**config.mk**
```make
export PLATFORM = sky130hd
export DESIGN_NAME = agclf_loop
export DESIGN_NICKNAME = d
export VERILOG_FILES = /design/src/rtl/agclf_pkg.sv /design/src/rtl/agclf_gain_if.sv /design/src/rtl/agclf_loop.sv /design/src/rtl/agclf_scaler.sv
export VERILOG_INCLUDE_DIRS = /design/src /design/src/rtl
export SDC_FILE = /design/constraint.sdc
export NUM_CORES = 1
export LEC_CHECK = 0
export ABC_AREA = 0
export ABC_CLOCK_PERIOD_IN_PS = 13300
export BUFFER_PORTS_ARGS = -buffer_cell sky130_fd_sc_hd__buf_2
export CAP_MARGIN = 30
export CORE_ASPECT_RATIO = 0.8
export CORE_MARGIN = 2
export CORE_UTILIZATION = 50
export CTS_CLUSTER_DIAMETER = 200
export DETAILED_ROUTE_END_ITERATION = 12
export PLACE_DENSITY = 0.83
export SLEW_MARGIN = 20
export SYNTH_ARGS = -nofsm -noshare
export SYNTH_HDL_FRONTEND = slang
export SYNTH_SLANG_ARGS = --single-unit
```
**constraint.sdc**
```tcl
create_clock -name CLK_SYS_I -period 13.3 [get_ports CLK_SYS_I]
set_clock_uncertainty 0.05 [all_clocks]
set_input_delay 2.66 -clock CLK_SYS_I [delete_from_list [all_inputs] [get_ports CLK_SYS_I]]
set_output_delay 2.66 -clock CLK_SYS_I [all_outputs]
set_load 0.01 [all_outputs]
```
**src/rtl/agclf_params.svh**
```systemverilog
// Offsets, field positions, codes and reset values for the AGC loop filter
`ifndef AGCLF_PARAMS_SVH
`define AGCLF_PARAMS_SVH
`define AGCLF_UP_EXP_MSB 27
`define AGCLF_UP_EXP_LSB 24
`define AGCLF_UP_MAN_MSB 23
`define AGCLF_UP_MAN_LSB 16
`define AGCLF_LO_EXP_MSB 11
`define AGCLF_LO_EXP_LSB 8
`define AGCLF_LO_MAN_MSB 7
`define AGCLF_LO_MAN_LSB 0
`define AGCLF_THR_MSB 28
`define AGCLF_THR_LSB 16
`define AGCLF_G0_MAN_MSB 3
`define AGCLF_G0_MAN_LSB 0
`define AGCLF_G0_EXP_MSB 7
`define AGCLF_G0_EXP_LSB 4
`define AGCLF_G1_MAN_MSB 11
`define AGCLF_G1_MAN_LSB 8
`define AGCLF_G1_EXP_MSB 15
`define AGCLF_G1_EXP_LSB 12
`define AGCLF_HOLD_BIT 15
`define AGCLF_MEDIAN_BIT 16
`define AGCLF_MED_POS 13'h0400
`define AGCLF_MED_NEG 13'h1C00
`define AGCLF_EXP_MAX 4'hF
`define AGCLF_WORD_RST 32'h00000000
`endif

```
**src/rtl/agclf_pkg.sv**
```systemverilog
// Types shared by the AGC loop filter modules
package agclf_pkg;
	typedef logic [3:0] agclf_nib_t;
	typedef logic [12:0] agclf_err_t;
	typedef logic [31:0] agclf_acc_t;
endpackage

```
**src/rtl/agclf_gain_if.sv**
```systemverilog
// Gain set handed from the loop filter to the error scaler
`timescale 1ns/10ps
interface agclf_gain_if;
	import agclf_pkg::*;
	agclf_nib_t man;
	agclf_nib_t expo;
	agclf_err_t err;
	logic signed [31:0] step;
	modport src (output man, output expo, output err, input step);
	modport dst (input man, input expo, input err, output step);
endinterface

```
**src/rtl/agclf_loop.sv**
```systemverilog
// AGC loop filter: error detector, two gain sets, clamped accumulator
`timescale 1ns/10ps
module agclf_loop
	import agclf_pkg::*;
(
	input wire logic CLK_SYS_I, // 250 MHz clock
	input wire logic RST_I, // Synchronous reset, active high
	input wire logic SAMPLE_I, // One-cycle pulse per output sample
	input wire logic [12:0] MAGNITUDE_I, // Converter magnitude, unsigned
	input wire logic [31:0] AGC_GAIN_LIMITS_I, // Limit control word
	input wire logic [31:0] LOOP_PARAM_I, // Threshold and gain sets
	input wire logic [31:0] MODE_WORD_I, // Hold and median mode bits
	input wire logic LOOP_GAIN_SET_SELECT_I, // Gain set select pin
	input wire logic SYNC_INPUT_TWO_I, // Sync-input reset pulse
	input wire logic BACKEND_SOFT_RESET_WORD_I, // Backend soft reset
	output logic [3:0] GAIN_EXP_O, // Multiplier/shifter exponent
	output logic [7:0] GAIN_MAN_O, // Multiplier/shifter mantissa
	output logic GAIN_VALID_O // Pulse when gain control updates
);
	`include "agclf_params.svh"

	// Error and gain set reach the scaler through the carrier
	agclf_gain_if g ();

	agclf_scaler u_scaler (
		.g(g) // Scaled step returns on the same carrier
	);

	// Limit fields and their accumulator-aligned forms
	agclf_nib_t up_exp;
	logic [7:0] up_man;
	agclf_nib_t lo_exp;
	logic [7:0] lo_man;
	agclf_acc_t up_lim;
	agclf_acc_t lo_lim;

	// Error detector
	agclf_err_t thr;
	agclf_err_t true_err;
	agclf_err_t med_err;
	logic err_neg;

	// Two loop gain sets
	agclf_nib_t g0_man;
	agclf_nib_t g0_exp;
	agclf_nib_t g1_man;
	agclf_nib_t g1_exp;

	// Mode and clear decode
	logic median_mode;
	logic hold_on_soft;
	logic sync_clear;
	logic soft_clear;
	logic clear;

	// Two guard bits hold the largest step on a full accumulator
	logic signed [33:0] sum;
	logic signed [33:0] up_wide;
	logic signed [33:0] lo_wide;
	logic over_up;
	logic under_lo;
	agclf_acc_t clamped;

	// Registered state; the gain word is what the multiplier/shifter sees
	agclf_acc_t acc;
	agclf_acc_t next_acc;
	logic [11:0] gain_ctl;
	logic [11:0] next_gain_ctl;
	logic gain_valid;
	logic next_gain_valid;

	// Limit word: exponent above mantissa, upper limit in the top half
	always_comb begin
		up_exp = AGC_GAIN_LIMITS_I[`AGCLF_UP_EXP_MSB:
			`AGCLF_UP_EXP_LSB];
		up_man = AGC_GAIN_LIMITS_I[`AGCLF_UP_MAN_MSB:
			`AGCLF_UP_MAN_LSB];
		lo_exp = AGC_GAIN_LIMITS_I[`AGCLF_LO_EXP_MSB:
			`AGCLF_LO_EXP_LSB];
		lo_man = AGC_GAIN_LIMITS_I[`AGCLF_LO_MAN_MSB:
			`AGCLF_LO_MAN_LSB];
		// Bit 31 of the accumulator never carries gain
		up_lim = {1'h0, up_exp, up_man,
			19'h00000};
		lo_lim = {1'h0, lo_exp, lo_man,
			19'h00000};
	end

	// The threshold MSB is zero, so the 13-bit difference keeps its
	// sign for any magnitude below 4096
	always_comb begin
		thr = LOOP_PARAM_I[`AGCLF_THR_MSB:`AGCLF_THR_LSB];
		true_err = thr - MAGNITUDE_I;
		// Sign from the wide compare, not from the wrapped difference
		err_neg = (MAGNITUDE_I > thr);
		if (err_neg) begin
			med_err = `AGCLF_MED_NEG;
		end else begin
			med_err = `AGCLF_MED_POS;
		end
	end

	// Mode bits are levels and act on the sample of the same cycle
	always_comb begin
		median_mode = MODE_WORD_I[`AGCLF_MEDIAN_BIT];
		hold_on_soft = MODE_WORD_I[`AGCLF_HOLD_BIT];
		sync_clear = SYNC_INPUT_TWO_I;
		// A held soft reset still lets the sync input clear
		soft_clear = BACKEND_SOFT_RESET_WORD_I && !hold_on_soft;
		clear = sync_clear || soft_clear;
	end

	// Set 0 in the low byte, set 1 above it; mantissa below exponent
	always_comb begin
		g0_man = LOOP_PARAM_I[`AGCLF_G0_MAN_MSB:`AGCLF_G0_MAN_LSB];
		g0_exp = LOOP_PARAM_I[`AGCLF_G0_EXP_MSB:`AGCLF_G0_EXP_LSB];
		g1_man = LOOP_PARAM_I[`AGCLF_G1_MAN_MSB:`AGCLF_G1_MAN_LSB];
		g1_exp = LOOP_PARAM_I[`AGCLF_G1_EXP_MSB:`AGCLF_G1_EXP_LSB];
	end

	// Median errors pass the same scaler, so their step size still
	// follows the selected loop gain
	always_comb begin
		if (median_mode) begin
			g.err = med_err;
		end else begin
			g.err = true_err;
		end
		// The scaler weights by mantissa over 16, then shifts
		if (LOOP_GAIN_SET_SELECT_I) begin
			g.man = g1_man;
			g.expo = g1_exp;
		end else begin
			g.man = g0_man;
			g.expo = g0_exp;
		end
	end

	// Clamp in the wide domain so no wrap escapes the limits; a lower
	// limit programmed above the upper one wins only for sums not above the upper limit
	always_comb begin
		sum = $signed({2'h0, acc}) + 34'(g.step);
		up_wide = $signed({2'h0, up_lim});
		lo_wide = $signed({2'h0, lo_lim});
		over_up = (sum > up_wide);
		under_lo = (sum < lo_wide);
		if (over_up) begin
			clamped = up_lim;
		end else if (under_lo) begin
			clamped = lo_lim;
		end else begin
			clamped = sum[31:0];
		end
	end

	// Accumulator: a clear wins over a sample in the same cycle;
	// samples may come back to back, each moving it once
	always_comb begin
		next_acc = acc;
		if (clear) begin
			next_acc = `AGCLF_WORD_RST;
		end else if (SAMPLE_I) begin
			next_acc = clamped;
		end
	end

	always_ff @(posedge CLK_SYS_I) begin
		if (RST_I) begin
			acc <= `AGCLF_WORD_RST;
		end else begin
			acc <= next_acc;
		end
	end

	// Gain control: a clear leaves the last gain on the outputs until
	// the next sample lands
	always_comb begin
		next_gain_ctl = gain_ctl;
		next_gain_valid = 1'h0;
		if (!clear && SAMPLE_I) begin
			next_gain_ctl = clamped[30:19];
			next_gain_valid = 1'h1;
		end
	end

	always_ff @(posedge CLK_SYS_I) begin
		if (RST_I) begin
			gain_ctl <= 12'h000;
			gain_valid <= 1'h0;
		end else begin
			gain_ctl <= next_gain_ctl;
			gain_valid <= next_gain_valid;
		end
	end

	// Outputs come straight from flip-flops, so the multiplier/shifter
	// never sees a half-updated gain word
	assign GAIN_EXP_O = gain_ctl[11:8];
	assign GAIN_MAN_O = gain_ctl[7:0];
	assign GAIN_VALID_O = gain_valid;
endmodule // agclf_loop

```
**src/rtl/agclf_scaler.sv**
```systemverilog
// Error scaler: mantissa over 16 then right shift by 15 minus exponent
`timescale 1ns/10ps
module agclf_scaler
	import agclf_pkg::*;
(
	agclf_gain_if.dst g // Gain set and error in, scaled step out
);
	`include "agclf_params.svh"
	logic signed [17:0] prod;
	logic signed [31:0] wide;
	logic [3:0] sh;
	always_comb begin
		// Error is placed at accumulator bits 27..15, then weighted
		prod = $signed(g.err) * $signed({1'b0, g.man});
		wide = 32'(prod) <<< 11;
		sh = `AGCLF_EXP_MAX - g.expo;
		g.step = wide >>> sh;
	end
endmodule // agclf_scaler

```
==> results of run 1 <==
[report_power, final]
group | total, uW | internal, uW | leakage [uW] | switching (uW)
logic | 2270 | 1020 | 0.00409 | 1250
clock network | 152 | 94.1 | 0.0000841 | 57.9
registers | 184 | 165 | 0.000365 | 19.2
[metrics by stage]
step / power (uW) / utilization (%) / hold WS [ns] / cell area (sq um)
finish: 2609 / 60.38 / 0.4337 / 9065
global placement: 2176 / 57.58 / 0.4038 / 8646
CTS: 2396 / 58.78 / 0.4333 / 8826
floorplan: 1608 / - / 0.3818 / 7655
detailed placement: 2224 / 57.63 / 0.4106 / 8653
global route: 2833 / 60.38 / 0.4564 / 9065
[logic make-up after synthesis]
| family | after synthesis |
|---|---|
| buffers and inverters | 143 |
| DFF | 45 |
| adders and majority gates | 132 |
| and+or+nand+nor | 285 |
| xor gates and xnor gates | 43 |
| muxes | 49 |
| AOI/OAI and AO/OA | 294 |
[registers in the layout, summed over array words and instances, names as in the netlist]
register / cells
gain_ctl: 12
GAIN_VALID_O: 1
acc: 32
[layout make-up]
class | count | area [sq um] | share of cell area (%)
Tap cell | 189 | 236.5 | 2.609
Multi-Input combinational cell | 803 | 6400 | 70.60
Clock buffer | 7 | 142.6 | 1.574
Inverter | 112 | 420.4 | 4.638
Sequential cell | 45 | 900.9 | 9.938
Timing Repair Buffer | 146 | 934.6 | 10.31
Clock inverter | 1 | 30.03 | 0.3313
[path summary, 6_finish.rpt]
check,to,start,cells past startpoint,slack (ns)
max,acc[16],MAGNITUDE_I[0],46,0.37
min,gain_ctl[5],gain_ctl[5],2,0.43
max reg2reg,acc[16],acc[0],22,7.84
min reg2reg,gain_ctl[5],gain_ctl[5],2,0.43
[timing repair]
item / CTS / global route
setup endpoints to repair: 0 / 43
endpoints found under the hold margin: 0 / 0
buffers inserted: 0 / 6
gates resized for setup: 0 / 43
hold buffers: 0 / 0
[cell usage in the layout, fill, tap and decap left out, types with 10 or more instances in the layout]
cell type  Yosys  final
ha_1         103     99
xor2_1        16     16
inv_1        112    112
fa_1          29     29
o211ai_1      31     31
nor3_1        30     29
nor2b_1       20     20
nand2_1       54     54
a211oi_1      14     13
buf_2          4     86
mux2i_1       36     33
nand2b_1      13     13
or3_1         14     14
a21oi_1       74     68
o21ai_0       49     43
a21o_1        29     29
xnor2_1       26     25
nor2_1        96     93
mux2_2        10     10
and3_1        11     10
o21a_1        20     20
dfxtp_1       45     45
a22o_1        17     17
buf_4          0     55
[critical path: cells and delay by family]
| family | cells | cell delay [ns] |
|---|---|---|
| adders and majority gates | 8 | 2.80 |
| muxes | 1 | 0.54 |
| and+or+nand+nor | 16 | 3.42 |
| buffers and inverters | 4 | 0.37 |
| xor gates and xnor gates | 3 | 0.48 |
| AOI/OAI and AO/OA | 14 | 2.81 |
[metal layers]
metal	part of all wire (%)	track usage [%]
met1	50	37.61
met2	42	36.59
met3	6.8	4.350
met4	0.82	3.432
met5	0	0
==> impl_metrics.ini, run 1 <==
[run_status]
outcome = complete, no violations

[floorplan]
die_w_um = 142.3
dieHeight_um = 114.7
fp-row-count = 40
start_util_pct = 50.98
die-area_sq_um = 16320
io_pins = 128
core_area_sq_um = 15010

[global_routing]
grt_overflow = 0
antenna_found_initial = 0
grt_pass1_wl_um = 32920
grt_max_degree = 32
grtUsageTotal_pct = 24.54
grt_pass1_vias = 6941

[power_and_ir_drop]
leakage_uw = 0.004542
cellPowerDensity_nw_per_um2 = 287.8
ir_worst_vdd_mv = 0.2172

[route]
wirelength_um = 20440
drt_iter0_markers = 812
avgViaCountPerCell = 5.912
ant_nets = 0
dr.pass1.iters = 5
vias = 7703
route.detailed.drc = 0
wl_per_cell_um = 15.69

[layout]
antenna_cells = 0
fill_cells = 1297
stdcell_count = 1303
area_growth_pct = 18.42
layout-drive-gt1-share_pct = 19.84
nNetsFinal = 1360

[timing]
maxSlewViolCount = 0
layout_setup_ws_ns = 0.3721
setup-tns-final_ns = 0
hold_violations = 0
layout_min_cycle_time_ns = 12.93
worstMarginPinSlew_ns = 0.9305
setup_viol = 0
fmax_mhz = 77.35
max_slew_margin_pct = 36.19
finalCritPeriodShare_pct = 97.20

[cts]
cts_root_buffer = clkbuf_16
clkTransAtPathRegs_ns = 0.07
clk_path_buf_depth = 2
cts_tree = built
htreeDepth = 2
numCtsBuffers = 5
clock_sinks = 45
worstSkewPairLatency_ns = 0.30

[worst_setup_path]
slowest_delay_ns = 0.56
crit_arrival_ns = 13.12
cpMaxStageDelayCell = or4bb_4
cp.required_ns = 13.49
path_class = in -> reg
worst-path-max-fanout = 18
end_kind = flip-flop
critPathLaunchType = primary input
crit_top_cell = ha_1

[flow_run]
maxCapViolCount = 0

[synth]
yosysMostFrequentCell = inv_1
synth_seq_cells = 45
synth_compound_area_share_pct = 26.20
postSynthAreaPerCell_sq_um = 7.724
yosysTopAreaCellShare_pct = 16.84
synth_area_leaders = ha_1, dfxtp_1, fa_1
synth_edf_count = 0
ys_seq_area_share_pct = 11.77
ys_top_cells_by_count = inv_1, ha_1, nor2_1, a21oi_1, nand2_1
yosys.area.top_type = ha_1
yosys.area_share.simple_pct = 18.45
synth_area_sq_um = 7655
netlist_instances = 991
synth_flop_cell = dfxtp_1
async_reset_ff_share_pct = 0
synthDistinctLibCells = 73
synth_fa_ha_area_share_pct = 24.42
ys_warn_count = 0
synthXorXnorAreaFrac_pct = 5.018
synthMuxAreaShare_pct = 6.963
synth_top_family_by_area = compound AO/OA/AOI/OAI gates
syn_nets = 1238

[placed_design]
io_buffers = 86
place_congestion = 0.9441
dp_cells = 1289
pre_cts_ws_ns = -0.1281
dp_hpwl_um = 16310

[worst_hold_path]
min_path_type = reg -> reg
(Power assumes the default switching activity.)
==> run 2, diff against run 1 <==
- GPL_TIMING_DRIVEN: unset -> 0
- PLACE_DENSITY: 0.83 -> 0.74
==> run 2 against run 1 <==
Against the previous run: setup slack worse by 0.16 ns; critical endpoint is now acc[29]; clock-buffer cell count fell by 1; routed wire length rose by 9.3%; critical path depth fell by 1; largest power group unchanged; cell area rose by 3.0%; global-route usage is 1.2 points higher; first-iteration DRC count fell by 1.8%; fmax shrank 1.2%; combinational power is 7% higher.
==> impl_metrics.ini, run 2 (synthesis results as in run 1) <==
[run_status]
outcome = complete, no violations

[worst_setup_path]
slowest_delay_ns = 0.57
worst-path-max-fanout = 10
cpMaxStageDelayCell = or4bb_4
critPathLaunchType = primary input
cp.required_ns = 13.43
end_kind = flip-flop
path_class = in -> reg
crit_arrival_ns = 13.22
crit_top_cell = ha_1

[cts]
clock_sinks = 45
htreeDepth = 2
clk_path_buf_depth = 2
cts_root_buffer = clkbuf_16
ctsHoldBuffers = 0
cts_tree = built
clkTransAtPathRegs_ns = 0.07
numCtsBuffers = 5
worstSkewPairLatency_ns = 0.30

[floorplan]
die-area_sq_um = 16320
die_w_um = 142.3
io_pins = 128
fp-row-count = 40
start_util_pct = 50.98
dieHeight_um = 114.7
core_area_sq_um = 15010

[flow_run]
maxCapViolCount = 0

[global_routing]
antenna_found_initial = 0
grt_pass1_vias = 6900
grt_overflow = 0
grt_max_degree = 15
grtUsageTotal_pct = 25.77
grt_pass1_wl_um = 34130

[layout]
stdcell_count = 1307
layout-drive-gt1-share_pct = 22.45
area_growth_pct = 21.94
largest_reg_flops = 32
layout_commonest_cell = inv_1
mostFrequentLayoutCells = inv_1, nor2_1, ha_1
nNetsFinal = 1364
antenna_cells = 0
regMostFlops = acc

[timing]
layout_min_cycle_time_ns = 13.09
fmax_mhz = 76.40
max_slew_margin_pct = 41.99
layout_setup_ws_ns = 0.2118
setup_viol = 0
hold_violations = 0
finalCritPeriodShare_pct = 98.41
maxSlewViolCount = 0
worstMarginPinSlew_ns = 0.8460

[route]
wirelength_um = 22340
avgViaCountPerCell = 6.020
dr.pass1.iters = 6
ant_nets = 0
wl_per_cell_um = 17.09
route.detailed.drc = 0
drt_iter0_markers = 797
vias = 7868

[worst_hold_path]
min_path_type = reg -> reg

[placed_design]
dp_hpwl_um = 17280
place_congestion = 0.9725
pre_cts_ws_ns = -1.247
dp_cells = 1266
io_buffers = 85

[power_and_ir_drop]
leakage_uw = 0.004543
totalPowerFinal_uw = 2762
ir_worst_vdd_mv = 0.2035
cellPowerDensity_nw_per_um2 = 295.9
run 2: cell count changes in the layout (fill, tap and decap cells not counted), sizes merged:
cell / delta
buf: -17
bufinv: -1
clkbuf: +20
clkinv: +2
run 2: cell type report:
class / count / area (sq um)
clock inverter: 2 / 13.76
fill: 1273 / 5680
timing repair buffer: 122 / 728.2
tap: 189 / 236.5
inverter: 112 / 420.4
clock buffer: 6 / 138.9
buffer: 28 / 152.6
sequential: 45 / 900.9
multi-input combinational: 803 / 6743
run 2: per-stage QoR:
stage | TNS, ns | util [%] | hold slack, ns | area [sq um]
finish | 0 | 62.17 | 0.4329 | 9334
global route | -1.048 | 62.17 | 0.4484 | 9334
CTS | 0 | 57.41 | 0.4276 | 8620
detailed placement | -49.04 | 55.43 | 0.4096 | 8322
global placement | -48.64 | 55.39 | 0.4087 | 8317
floorplan | 0 | - | 0.3818 | 7655
run 2: worst max-delay path: cells and delay by family:
family	cells	cell delay, ns
buffers and inverters	7	0.71
adders and majority gates	7	2.62
and+or+nand+nor	12	3.04
muxes	1	0.24
xor gates and xnor gates	1	0.13
AOI/OAI and AO/OA	17	3.82
run 2: worst paths after layout:
path,slack [ns],to,from,cells past startpoint
min reg2reg,0.43,gain_ctl[10],gain_ctl[10],2
min,0.43,gain_ctl[10],gain_ctl[10],2
max,0.21,acc[29],MAGNITUDE_I[1],45
max reg2reg,7.57,acc[29],acc[0],22
run 2: repair_timing:
item,in CTS,in global routing
cloned,1,1
endpoints found under the setup margin,43,43
pin swaps,6,49
setup buffers,7,27
gates resized for setup,26,111
run 2: power by group:
group	internal [uW]	total (uW)	switching (uW)	leakage [uW]
clock	75.0	136	60.6	0.0000768
sequential	165	184	19.3	0.000365
combinational	1070	2440	1370	0.00410
total	1310	2760	1450	0.00454
run 2: metal layers:
metal / share of wire (%) / vias up / wire (um) / track usage (%)
met5: 0 / - / 0 / 0
met4: 0.77 / 0 / 173 / 3.300
met3: 8.1 / 20 / 1802 / 5.479
met2: 42 / 315 / 9306 / 37.33
met1: 49 / 3703 / 11060 / 39.88
li1: - / 3830 / - / -
